===== config.mk =====
export PLATFORM = sky130hd
export DESIGN_NAME = sleep_wakeup_control
export DESIGN_NICKNAME = d
export VERILOG_FILES = /design/src/core/sleep_wakeup_control.v /design/src/core/pin_sync.v /design/src/core/watchdog_counter.v
export VERILOG_INCLUDE_DIRS = /design/src /design/src/core
export SDC_FILE = /design/constraint.sdc
export NUM_CORES = 1
export LEC_CHECK = 0
export ABC_CLOCK_PERIOD_IN_PS = 2600
export BUFFER_PORTS_ARGS = -buffer_cell sky130_fd_sc_hd__buf_2
export CORE_MARGIN = 2
export CORE_UTILIZATION = 35
export DETAILED_ROUTE_END_ITERATION = 16
export GPL_TIMING_DRIVEN = 0
export MAX_ROUTING_LAYER = met4
export PLACE_DENSITY = 0.63
export SYNTH_ARGS = -nofsm -noshare
export SYNTH_HDL_FRONTEND = slang
export SYNTH_SLANG_ARGS = --single-unit

===== constraint.sdc =====
create_clock -name hclk -period 2.6 [get_ports hclk]
set_input_delay 0.26 -clock hclk [delete_from_list [all_inputs] [get_ports hclk]]
set_output_delay 0.26 -clock hclk [all_outputs]
set_load 0.05 [all_outputs]

===== src/core/sleep_wakeup_regs.vh =====
/*
 Register offsets, field positions, reset values and timing counts of the
 sleep and wake-up controller.
 Assumes inclusion by bare name from the design files of core/.
*/
`ifndef SLEEP_WAKEUP_REGS_VH
`define SLEEP_WAKEUP_REGS_VH

// ------------------------------------------------------------
// Register byte offsets
// ------------------------------------------------------------
`define OFS_CTRL      8'h00
`define OFS_STATUS    8'h04
`define OFS_IRQ_STAT  8'h08
`define OFS_IRQ_MASK  8'h0C
`define OFS_RESUME    8'h10

// ------------------------------------------------------------
// Control register fields (write)
// ------------------------------------------------------------
`define CTRL_SLEEP     0
`define CTRL_CLRWDT    1
`define CTRL_GIE       2
`define CTRL_WDT_EN    3
`define CTRL_INT_EN    4
`define CTRL_PORTB_EN  5
`define CTRL_TMR_EN    6
`define CTRL_ADC_EN    7
`define CTRL_ADC_RC    8
`define CTRL_TMR_ASYNC 9
`define CTRL_RESET     10'h000

// ------------------------------------------------------------
// Status register fields (read)
// ------------------------------------------------------------
`define ST_PD          0
`define ST_TO          1
`define ST_ASLEEP      2
`define ST_STATE_LSB   4

// ------------------------------------------------------------
// Event bits of interrupt status and mask
// ------------------------------------------------------------
`define EV_WAKE_IRQ    0
`define EV_WAKE_WDT    1
`define EV_SLEEP_NOP   2
`define EV_SLEEP_IN    3
`define EV_WIDTH       4

// ------------------------------------------------------------
// Resume and timing
// ------------------------------------------------------------
`define VECTOR_ADDR    13'h0004
`define DUMMY_CYCLES   2
`define WDT_PERIOD     16'hFFFF

`endif


===== src/core/sleep_wakeup_control.v =====
/*
 Sleep entry and wake-up controller with an AHB-Lite register slave.
 Assumes AHB-Lite single word transfers, hclk at 100 MHz, asynchronous
 active-low hresetn, and that the core runs from core_clk_en.
*/
// How it works
// - Only reset pin, enabled watchdog expiry or enabled wake interrupts end sleep.
// - Reset pin gives full reset; other wake sources resume execution.
// - Power-down flag set at power-up, cleared when sleep executes.
// - Watchdog wake-up clears the expiry flag.
// - Of the peripherals, only async counter timer and RC-clocked conversion may wake.
// - Core phase clocks stop in sleep; other peripherals cannot interrupt.
// - Next sequential instruction is prefetched while sleep executes.
// - Source enable needed to wake; global enable does not matter.
// - Global enable clear: resume after sleep, no vector.
// - Global enable set: run next instruction, then branch to vector.
// - Flag already pending before sleep with global enable clear: sleep is a no-operation.
// - Interrupt during sleep: finish sleep fully, then wake at once.
// - Sleep clears watchdog, clears power-down, sets expiry, holds pins.
`timescale 1ns/1ns
`include "sleep_wakeup_regs.vh"
module sleep_wakeup_control #(
	parameter WDT_WIDTH = 16
) (
	input  wire        hclk,
	input  wire        hresetn,
	input  wire        clk_en,
	input  wire        hsel,
	input  wire [7:0]  haddr,
	input  wire [1:0]  htrans,
	input  wire        hwrite,
	input  wire [2:0]  hsize,
	input  wire [31:0] hwdata,
	input  wire        hready,
	output wire        hreadyout,
	output wire        hresp,
	output reg  [31:0] hrdata,
	input  wire        master_clear_pin_n,
	input  wire        int_pin,
	input  wire        port_b_change,
	input  wire        async_counter_timer_irq,
	input  wire        adc_done_irq,
	input  wire [12:0] pc_in,
	output wire        core_clk_en,
	output wire        osc_drive_en,
	output wire        pin_hold,
	output wire        prefetch,
	output reg  [12:0] resume_pc,
	output reg         resume_vector,
	output wire        dummy_cycle,
	output wire        device_reset,
	output wire        irq
);
	// ------------------------------------------------------------
	// States
	// ------------------------------------------------------------
	localparam ST_RUN   = 3'd0;
	localparam ST_ENTER = 3'd1;
	localparam ST_SLEEP = 3'd2;
	localparam ST_NEXT  = 3'd3;
	localparam ST_DUMMY = 3'd4;

	reg [2:0]  state_reg;
	reg [2:0]  state_next;
	reg [9:0]  ctrl_reg;
	reg        pd_reg;
	reg        to_reg;
	reg [3:0]  ev_reg;
	reg [3:0]  mask_reg;
	reg        dummy_reg;
	reg        wr_pend_reg;
	reg [7:0]  addr_reg;
	reg        sleep_cmd;
	reg        clrwdt_cmd;
	reg [3:0]  ev_set;

	wire [4:0] pins_sync;
	wire       master_clear_pin_n_s;
	wire       int_s;
	wire       portb_s;
	wire       tmr_s;
	wire       adc_s;
	wire       wdt_expired;
	wire       wdt_clear;
	wire       irq_pending;
	wire       addr_phase;
	wire       asleep;
	wire       stat_read;
	wire       ctrl_wr;
	wire       mask_wr;

	// ------------------------------------------------------------
	// Pin synchronisers and watchdog
	// ------------------------------------------------------------
	pin_sync #(
		.WIDTH (5)
	) u_sync (
		.hclk     (hclk),
		.hresetn  (hresetn),
		.clk_en   (clk_en),
		.async_in ({master_clear_pin_n, int_pin, port_b_change,
			async_counter_timer_irq, adc_done_irq}),
		.sync_out (pins_sync)
	);

	assign master_clear_pin_n_s = pins_sync[4];
	assign int_s    = pins_sync[3];
	assign portb_s  = pins_sync[2];
	assign tmr_s    = pins_sync[1];
	assign adc_s    = pins_sync[0];

	assign wdt_clear = clrwdt_cmd || (state_reg == ST_ENTER);

	watchdog_counter #(
		.WIDTH  (WDT_WIDTH),
		.PERIOD (`WDT_PERIOD)
	) u_wdt (
		.hclk    (hclk),
		.hresetn (hresetn),
		.clk_en  (clk_en),
		.enable  (ctrl_reg[`CTRL_WDT_EN]),
		.clear   (wdt_clear),
		.expired (wdt_expired),
		.count   ()
	);

	assign irq_pending = (int_s && ctrl_reg[`CTRL_INT_EN])
		|| (portb_s && ctrl_reg[`CTRL_PORTB_EN])
		|| (tmr_s && ctrl_reg[`CTRL_TMR_EN] && ctrl_reg[`CTRL_TMR_ASYNC])
		|| (adc_s && ctrl_reg[`CTRL_ADC_EN] && ctrl_reg[`CTRL_ADC_RC]);

	// ------------------------------------------------------------
	// Core facing outputs
	// ------------------------------------------------------------
	assign asleep       = (state_reg == ST_SLEEP);
	assign core_clk_en  = !asleep;
	assign osc_drive_en = !asleep;
	assign pin_hold     = asleep;
	assign prefetch     = (state_reg == ST_ENTER);
	assign dummy_cycle  = dummy_reg;
	assign device_reset = !master_clear_pin_n_s;

	// ------------------------------------------------------------
	// Sleep state machine
	// ------------------------------------------------------------
	always @* begin
		state_next = state_reg;
		case (state_reg)
			ST_RUN: begin
				// pending flag makes sleep a no-op when global enable clear
				if (sleep_cmd && !(irq_pending && !ctrl_reg[`CTRL_GIE]))
					state_next = ST_ENTER;
			end
			ST_ENTER: begin
				state_next = ST_SLEEP;
			end
			ST_SLEEP: begin
				if (irq_pending || wdt_expired)
					state_next = ST_NEXT;
			end
			ST_NEXT: begin
				if (resume_vector)
					state_next = ST_DUMMY;
				else
					state_next = ST_RUN;
			end
			ST_DUMMY: begin
				if (dummy_reg)
					state_next = ST_RUN;
			end
			default: state_next = ST_RUN;
		endcase
	end

	// Event sources for the sticky status
	always @* begin
		ev_set = 4'h0;
		ev_set[`EV_WAKE_IRQ]  = asleep && irq_pending;
		ev_set[`EV_WAKE_WDT]  = asleep && wdt_expired && !irq_pending;
		ev_set[`EV_SLEEP_NOP] = (state_reg == ST_RUN) && sleep_cmd
			&& irq_pending && !ctrl_reg[`CTRL_GIE];
		ev_set[`EV_SLEEP_IN]  = (state_reg == ST_ENTER);
	end

	// State, flags and resume target
	always @(posedge hclk or negedge hresetn) begin
		if (!hresetn) begin
			state_reg     <= ST_RUN;
			pd_reg        <= 1'b1;
			to_reg        <= 1'b1;
			resume_pc     <= 13'h0000;
			resume_vector <= 1'b0;
			dummy_reg     <= 1'b0;
		end else if (clk_en) begin
			if (!master_clear_pin_n_s) begin
				state_reg     <= ST_RUN;
				pd_reg        <= 1'b1;
				to_reg        <= 1'b1;
				resume_vector <= 1'b0;
				dummy_reg     <= 1'b0;
			end else begin
				state_reg <= state_next;
				if (state_reg == ST_ENTER) begin
					pd_reg    <= 1'b0;
					to_reg    <= 1'b1;
					resume_pc <= pc_in + 13'h0001;
				end
				if (asleep && wdt_expired && !irq_pending)
					// expiry flag cleared on watchdog wake
					to_reg <= 1'b0;
				if (asleep && (irq_pending || wdt_expired)) begin
					// no vector when global enable clear
					resume_vector <= irq_pending && ctrl_reg[`CTRL_GIE];
				end
				if (state_reg == ST_NEXT && resume_vector)
					dummy_reg <= 1'b1;
				else if (state_reg == ST_DUMMY && dummy_reg)
					dummy_reg <= 1'b0;
				if (state_reg == ST_DUMMY && dummy_reg) begin
					resume_pc     <= `VECTOR_ADDR;
					resume_vector <= 1'b0;
				end
			end
		end
	end

	// ------------------------------------------------------------
	// AHB-Lite slave
	// ------------------------------------------------------------
	assign addr_phase = hsel && hready && htrans[1];
	assign hreadyout  = 1'b1;
	assign hresp      = 1'b0;
	// Events are cleared as the status read is taken, so none set later is lost
	assign stat_read  = addr_phase && !hwrite && (haddr == `OFS_IRQ_STAT);
	assign ctrl_wr    = wr_pend_reg && (addr_reg == `OFS_CTRL);
	assign mask_wr    = wr_pend_reg && (addr_reg == `OFS_IRQ_MASK);
	assign irq        = |(ev_reg & mask_reg);

	// Address phase capture and write data
	always @(posedge hclk or negedge hresetn) begin
		if (!hresetn) begin
			wr_pend_reg <= 1'b0;
			addr_reg    <= 8'h00;
			ctrl_reg    <= `CTRL_RESET;
			mask_reg    <= 4'h0;
			sleep_cmd   <= 1'b0;
			clrwdt_cmd  <= 1'b0;
		end else if (clk_en) begin
			wr_pend_reg <= addr_phase && hwrite;
			if (addr_phase)
				addr_reg <= haddr;
			sleep_cmd  <= 1'b0;
			clrwdt_cmd <= 1'b0;
			if (wr_pend_reg) begin
				case (addr_reg)
					`OFS_CTRL: begin
						ctrl_reg   <= hwdata[9:0] & 10'h3FC;
						sleep_cmd  <= hwdata[`CTRL_SLEEP];
						clrwdt_cmd <= hwdata[`CTRL_CLRWDT];
					end
					`OFS_IRQ_MASK: mask_reg <= hwdata[3:0];
					default: ;
				endcase
			end
		end
	end

	// Sticky events; a set wins over the clear by read
	always @(posedge hclk or negedge hresetn) begin
		if (!hresetn) begin
			ev_reg <= 4'h0;
		end else if (clk_en) begin
			ev_reg <= (stat_read ? 4'h0 : ev_reg) | ev_set;
		end
	end

	// Read data registered in the address phase, zero outside the data phase;
	// a write still in its data phase is passed on to a read right behind it
	always @(posedge hclk or negedge hresetn) begin
		if (!hresetn) begin
			hrdata <= 32'h0000_0000;
		end else if (clk_en) begin
			hrdata <= 32'h0000_0000;
			if (addr_phase && !hwrite) begin
				case (haddr)
					`OFS_CTRL:     hrdata <= {22'h0, ctrl_wr ? (hwdata[9:0] & 10'h3FC) : ctrl_reg};
					`OFS_STATUS:   hrdata <= {25'h0, state_reg, 1'b0, asleep, to_reg, pd_reg};
					`OFS_IRQ_STAT: hrdata <= {28'h0, ev_reg};
					`OFS_IRQ_MASK: hrdata <= {28'h0, mask_wr ? hwdata[3:0] : mask_reg};
					`OFS_RESUME:   hrdata <= {18'h0, resume_vector, resume_pc};
					default:       hrdata <= 32'h0000_0000;
				endcase
			end
		end
	end
endmodule


===== src/core/pin_sync.v =====
/*
 Two-flop synchroniser bank for asynchronous pin inputs.
 Assumes one clock, asynchronous active-low reset and a clock enable.
*/
`timescale 1ns/1ns
module pin_sync #(
	parameter WIDTH = 1
) (
	input  wire             hclk,
	input  wire             hresetn,
	input  wire             clk_en,
	input  wire [WIDTH-1:0] async_in,
	output wire [WIDTH-1:0] sync_out
);
	reg [WIDTH-1:0] meta_reg;
	reg [WIDTH-1:0] sync_reg;

	// Two stages; only the second stage is read outside
	always @(posedge hclk or negedge hresetn) begin
		if (!hresetn) begin
			meta_reg <= {WIDTH{1'b0}};
			sync_reg <= {WIDTH{1'b0}};
		end else if (clk_en) begin
			meta_reg <= async_in;
			sync_reg <= meta_reg;
		end
	end

	assign sync_out = sync_reg;
endmodule


===== src/core/watchdog_counter.v =====
/*
 Watchdog counter that keeps running in sleep and pulses on expiry.
 Assumes one clock domain; clear and enable come from the same clock.
*/
`timescale 1ns/1ns
`include "sleep_wakeup_regs.vh"
module watchdog_counter #(
	parameter        WIDTH  = 16,
	parameter [15:0] PERIOD = `WDT_PERIOD
) (
	input  wire             hclk,
	input  wire             hresetn,
	input  wire             clk_en,
	input  wire             enable,
	input  wire             clear,
	output reg              expired,
	output wire [WIDTH-1:0] count
);
	reg [WIDTH-1:0] count_reg;

	// Count up, wrap and pulse when the period is reached
	always @(posedge hclk or negedge hresetn) begin
		if (!hresetn) begin
			count_reg <= {WIDTH{1'b0}};
			expired   <= 1'b0;
		end else if (clk_en) begin
			expired <= 1'b0;
			if (clear || !enable) begin
				count_reg <= {WIDTH{1'b0}};
			end else if (count_reg == PERIOD[WIDTH-1:0]) begin
				count_reg <= {WIDTH{1'b0}};
				expired   <= 1'b1;
			end else begin
				count_reg <= count_reg + {{(WIDTH-1){1'b0}}, 1'b1};
			end
		end
	end

	assign count = count_reg;
endmodule


* Word level (Yosys, flattened, before mapping)
Index checks and enable logic that the tools add are counted.
Storage, ports and cells: register bits after elaboration 106, output and inout port bits 55
Operators by class: add/subtract/negate cells 2, eq/ne operators 17, muxes and demuxes 32, bitwise gates (word level) 2, reduce and logical (&&, ||, !) cells 52
Operator list (count):
- 14-bit one-hot mux with 5 select lines | 1
- 16-bit 2-to-1 mux | 2
- 13-bit 2-to-1 mux | 2
- 1-bit logical AND | 25
- 8-bit by 4-bit == test with 1-bit output, second input constant | 3
- 3-bit inequality test, second input constant | 6
- 1-bit 2-to-1 mux | 17
- 16-bit by 1-bit adder with 16-bit output, second input constant | 1
- 16-bit == test, second input constant | 1
- 8-bit logical NOT | 2
- 3-bit 2-to-1 mux | 5
- 3-bit one-hot mux with 5 select lines | 1
- 14-bit 2-to-1 mux | 1
- 13-bit by 1-bit adder with 13-bit output, second input constant | 1
- 10-bit 2-to-1 mux | 1
- 2-bit AND reduction | 5
- 3-bit AND reduction | 3
- 8-bit by 3-bit == test with 1-bit output, second input constant | 1
- 8-bit by 5-bit == test with 1-bit output, second input constant | 1
- 4-bit 2-to-1 mux | 2
- 1-bit logical NOT | 7
- 3-bit by 2-bit == test with 1-bit output, second input constant | 2
- 1-bit logical OR | 6
- 4-bit AND | 1
- other kinds (8) | 8

* Logic depth before layout (Yosys ltp)
depth after elaboration 10, mapped depth 6, depth with buffers taken out 5

* Modules after synthesis
Synthesis repeated with hierarchy kept, for this count alone.
Unflattened totals: cell total of the unflattened synthesis 443, area total of the unflattened synthesis 4672.0 µm²
Modules (own cells, without submodules):
- sleep_wakeup_control | times used 1, cells an instance 326, area an instance 3316.9 µm²
- watchdog_counter | times used 1, cells an instance 96, area an instance 943.4 µm²
- pin_sync | times used 1, cells an instance 21, area an instance 411.6 µm²

* Least setup slack after synthesis
OpenSTA, ideal clock, no wires.
kind reg-to-output, start register state_reg[2], end output osc_drive_en, data arrival time 2.714 ns, required time 2.340 ns, path slack -0.374 ns, cell stages (with the launch flop) 5, cells stage by stage dfrtp_1 clkbuf_1 nor3_1 inv_1 buf_4
Between the ends: word-level cells in the longest chain between the ends 2
RTL lines:
- start, declared | line sleep_wakeup_control.v:63 | reg [2:0] state_reg;
- start signal, assigned | line sleep_wakeup_control.v:202 | state_reg <= state_next;
- 3-bit by 2-bit == test with 1-bit output | line sleep_wakeup_control.v:135 | assign asleep = (state_reg == ST_SLEEP);
- named net pin_hold | line sleep_wakeup_control.v:46 | output wire pin_hold,
- 1-bit logical NOT
- end, declared | line sleep_wakeup_control.v:45 | output wire osc_drive_en,
The timed path passes the listed nets, and every way through them passes these cells.

* Worst setup path in the final report
start register u_wdt.count_reg[0] (netlist: u_wdt.count[0]), end register u_wdt.count_reg[15] (netlist: u_wdt.count[15])
Between the ends: word-level cells in the longest chain between the ends 3, elaborated cells between the ends (all ways) 4
RTL lines:
- start, declared | line watchdog_counter.v:19 | reg [WIDTH-1:0] count_reg;
- start signal, assigned | line watchdog_counter.v:24 | count_reg <= {WIDTH{1'b0}};
- start signal, assigned | line watchdog_counter.v:29 | count_reg <= {WIDTH{1'b0}};
- start signal, assigned | line watchdog_counter.v:31 | count_reg <= {WIDTH{1'b0}};
- 16-bit by 1-bit adder with 16-bit output or 16-bit == test (tied branches) | line watchdog_counter.v:34, watchdog_counter.v:30
- 16-bit 2-to-1 mux (*) | line watchdog_counter.v:30 | end else if (count_reg == PERIOD[WIDTH-1:0]) begin
- 16-bit 2-to-1 mux (*) | line watchdog_counter.v:28 | if (clear || !enable) begin
Mark *: on every way between the ends. The rest lies on a longest branch, timed or not. A chain may end at the register's enable or synchronous reset.

==> impl_metrics.yaml <==
cts:
  clock-root-buffer: "clkbuf_16"
  htreeDepth: 3
  numCtsBuffers: 9
  clock_latency_ns: 0.35
  cts_num_sinks: 88
  clockBufferDepth: 2
  cts-resized-gates: 0
  clk_pin_slew_ns: 0.07
  tritoncts: "built"
route:
  vias: 3897
  drc_errors: 0
  drt-initial-drc-count: 213
  wl_per_cell_um: 16.06
  drtPass1Iterations: 4
  routed_wl_mm: 12.06
  antenna_left: 0
  vias_per_cell: 5.189
outcome:
  status: "complete, no violations"
timing:
  setup-violations-final: 0
  rsz0062_at_grt: "no"
  period_minus_slack_ns: 2.120
  worst_pin_slew_ns: 0.6578
  fmax_ghz: 0.4716
  clock_skew_ns: 0.009430
  finalHoldViolCount: 0
  finalSetupTns_ns: 0
  slew_headroom_pct: 56.15
  finalCritPeriodShare_pct: 81.56
  drv_slew: 0
  holdWs_ns: 0.1415
final_layout:
  final_nets: 641
  drive_gt1_share_pct: 29.04
  antenna_cells: 0
  largest_reg_flops: 16
  synthToLayoutAreaGrowth_pct: 21.59
  fin_area_mm2: 0.005722
  finalNonFillerCells: 751
setup_path:
  worst-setup-path-type: "reg -> reg"
  ff2ff_path_depth: 6
  worst-endpoint-arrival_ns: 2.32
  critical_path.cell_chain: "ha_1, nand3_1, or3_1, clkbuf_1, o21ai_2, a22oi_1"
  endpoint_kind: "flop"
  cp_max_fo: 10
  required_ns: 2.80
  crit_slowest_cell: "o21ai_2"
  max_stage_delay_ns: 0.45
  start_kind: "flop"
yosys:
  synth_edf_count: 0
  synth_area_mm2: 0.004706
  async_flop_share_pct: 100.0
  yosys_warnings: 0
  synthFlopType: "dfrtp_1"
  ys_types: 57
  ys_seq_area_share_pct: 46.85
  synth_seq_cells: 88
  postSynthCellCount: 463
  avgSynthCellArea_um2: 10.16
die:
  start_util_pct: 35.68
  die_y_um: 120.0
  die_w_um: 120.0
  core_area_mm2: 0.01319
  rows: 42
  die_area_mm2: 0.01439
  io_pins: 124
power:
  power.density_mw_per_mm2: 752.1
  power.total_mw: 4.303
  ir_drop_v: 0.0005719
  p_leak_nw: 2.651
global_routing:
  grt_pass1_wl_mm: 19.69
  gr-total-overflow: 0
  grt_pass1_vias: 3878
  grt.total_usage_pct: 18.04
  grt_max_degree: 49
  antenna_found_initial: 0
worst_hold_path:
  hp-class: "in -> reg"
  hold_depth: 2
placed_design:
  gp_congestion: 0.8837
  portBuffers: 76
  dp_hpwl_mm: 9.203
  placed_cells: 734
  dpl_cell_area_mm2: 0.005409
flow_run:
  cap_violations: 0
[cell usage after synthesis (9+ instances only)]
| master | count | area share [%] |
|---|---|---|
| nand4_1 | 10 | 1.3 |
| mux2_2 | 25 | 6.0 |
| and3_1 | 11 | 1.5 |
| clkbuf_1 | 17 | 1.4 |
| a22oi_1 | 13 | 2.1 |
| xnor2_1 | 14 | 2.6 |
| a21oi_1 | 11 | 1.2 |
| nor2_1 | 14 | 1.1 |
| nor4_1 | 11 | 1.5 |
| buf_4 | 21 | 3.4 |
| o211ai_1 | 10 | 1.6 |
| nor3_1 | 9 | 0.96 |
| nand3_1 | 22 | 2.3 |
| inv_1 | 21 | 1.7 |
| o21ai_0 | 22 | 2.3 |
| nand2_1 | 37 | 3.0 |
| dfrtp_1 | 86 | 46 |
| mux2i_1 | 10 | 2.1 |
[through the flow]
stage          setup slack, ns  utilization, %
6_report                0.4796           43.38
2_1_floorplan           0.2423               -
3_3_place_gp            0.4058           40.78
4_1_cts                 0.4704           43.38
5_1_grt                 0.2889           43.38
3_5_place_dp            0.3777           41.01
[cell families (layout without fill, tap and decap cells)]
group,after synthesis,in the layout,share of synthesized area (%)
simple gates,150,150,17.63
fa+ha+maj,2,2,0.5317
other cells,2,20,0.1596
mux,39,39,9.386
buf+inv,64,158,6.886
flops,88,88,46.85
xor+xnor,17,17,3.164
compound gates,101,101,15.40
[critical path: cells and delay by family, from the launching register on]
kind / cells / cell delay, ns
AOI/OAI and AO/OA: 2 / 0.63
adders and majority gates: 1 / 0.24
buffers and inverters: 1 / 0.19
DFF: 1 / 0.44
and+or+nand+nor: 2 / 0.47
[area by class of cell]
class,count,area (um^2)
tap,176,220.2
clock buffer,9,225.2
clock inverter,7,77.57
fill,1290,7468
sequential,88,2205
inverter,21,78.83
buffer,43,245.2
multi-input combinational,329,2250
timing repair buffer,78,420.4
[worst paths after layout]
check / to / slack, ns / startpoint
max in group asynchronous: pd_reg$_DFFE_PN1P_ / 1.48 / hresetn
hold reg to reg: pd_reg$_DFFE_PN1P_ / 0.46 / pd_reg$_DFFE_PN1P_
hold / removal: u_sync.meta_reg[0]$_DFFE_PN0P_ / 0.14 / adc_done_irq
setup reg to reg: u_wdt.count[15]$_DFFE_PN0P_ / 0.48 / u_wdt.count[0]$_DFFE_PN0P_
setup / recovery: u_wdt.count[15]$_DFFE_PN0P_ / 0.48 / u_wdt.count[0]$_DFFE_PN0P_
min in group asynchronous: u_wdt.count[13]$_DFFE_PN0P_ / 0.43 / hresetn
[metal layers]
| metal | track usage [%] | up-vias | share of wire [%] |
|---|---|---|---|
| li1 | - | 1878 | - |
| met2 | 28.30 | 105 | 48 |
| met1 | 23.77 | 1900 | 46 |
| met3 | 2.994 | 14 | 4.8 |
| met5 | - | - | 0 |
| met4 | 6.250 | 0 | 1.4 |
[report_power, final]
| group | switching, mW | leakage (nW) | internal, mW | total, mW |
|---|---|---|---|---|
| clock | 0.567 | 0.147 | 0.754 | 1.32 |
| sequential | 0.159 | 1.16 | 1.56 | 1.72 |
| combinational | 0.906 | 1.34 | 0.352 | 1.26 |
| total | 1.63 | 2.65 | 2.67 | 4.30 |
[placed cells by master (no fill, tap or decap), drive strengths merged, types with 6 or more instances in the layout]
master / count
o2bb2ai: 6
nor2b: 6
o211ai: 10
mux2: 29
nor3: 10
buf: 103
nor4: 11
dfrtp: 86
conb: 20
clkbuf: 26
a22oi: 13
nor2: 14
mux2i: 10
inv: 24
and3: 11
o21ai: 23
nand3b: 6
xnor2: 14
nand4: 10
o221ai: 8
nand3: 22
a21oi: 11
nand2: 38
[repair_timing]
action,in CTS,in global routing
hold endpoints to repair,40,0
hold buffers,1,0
buffers inserted,0,0
Power figures use the tool's default switching activity.
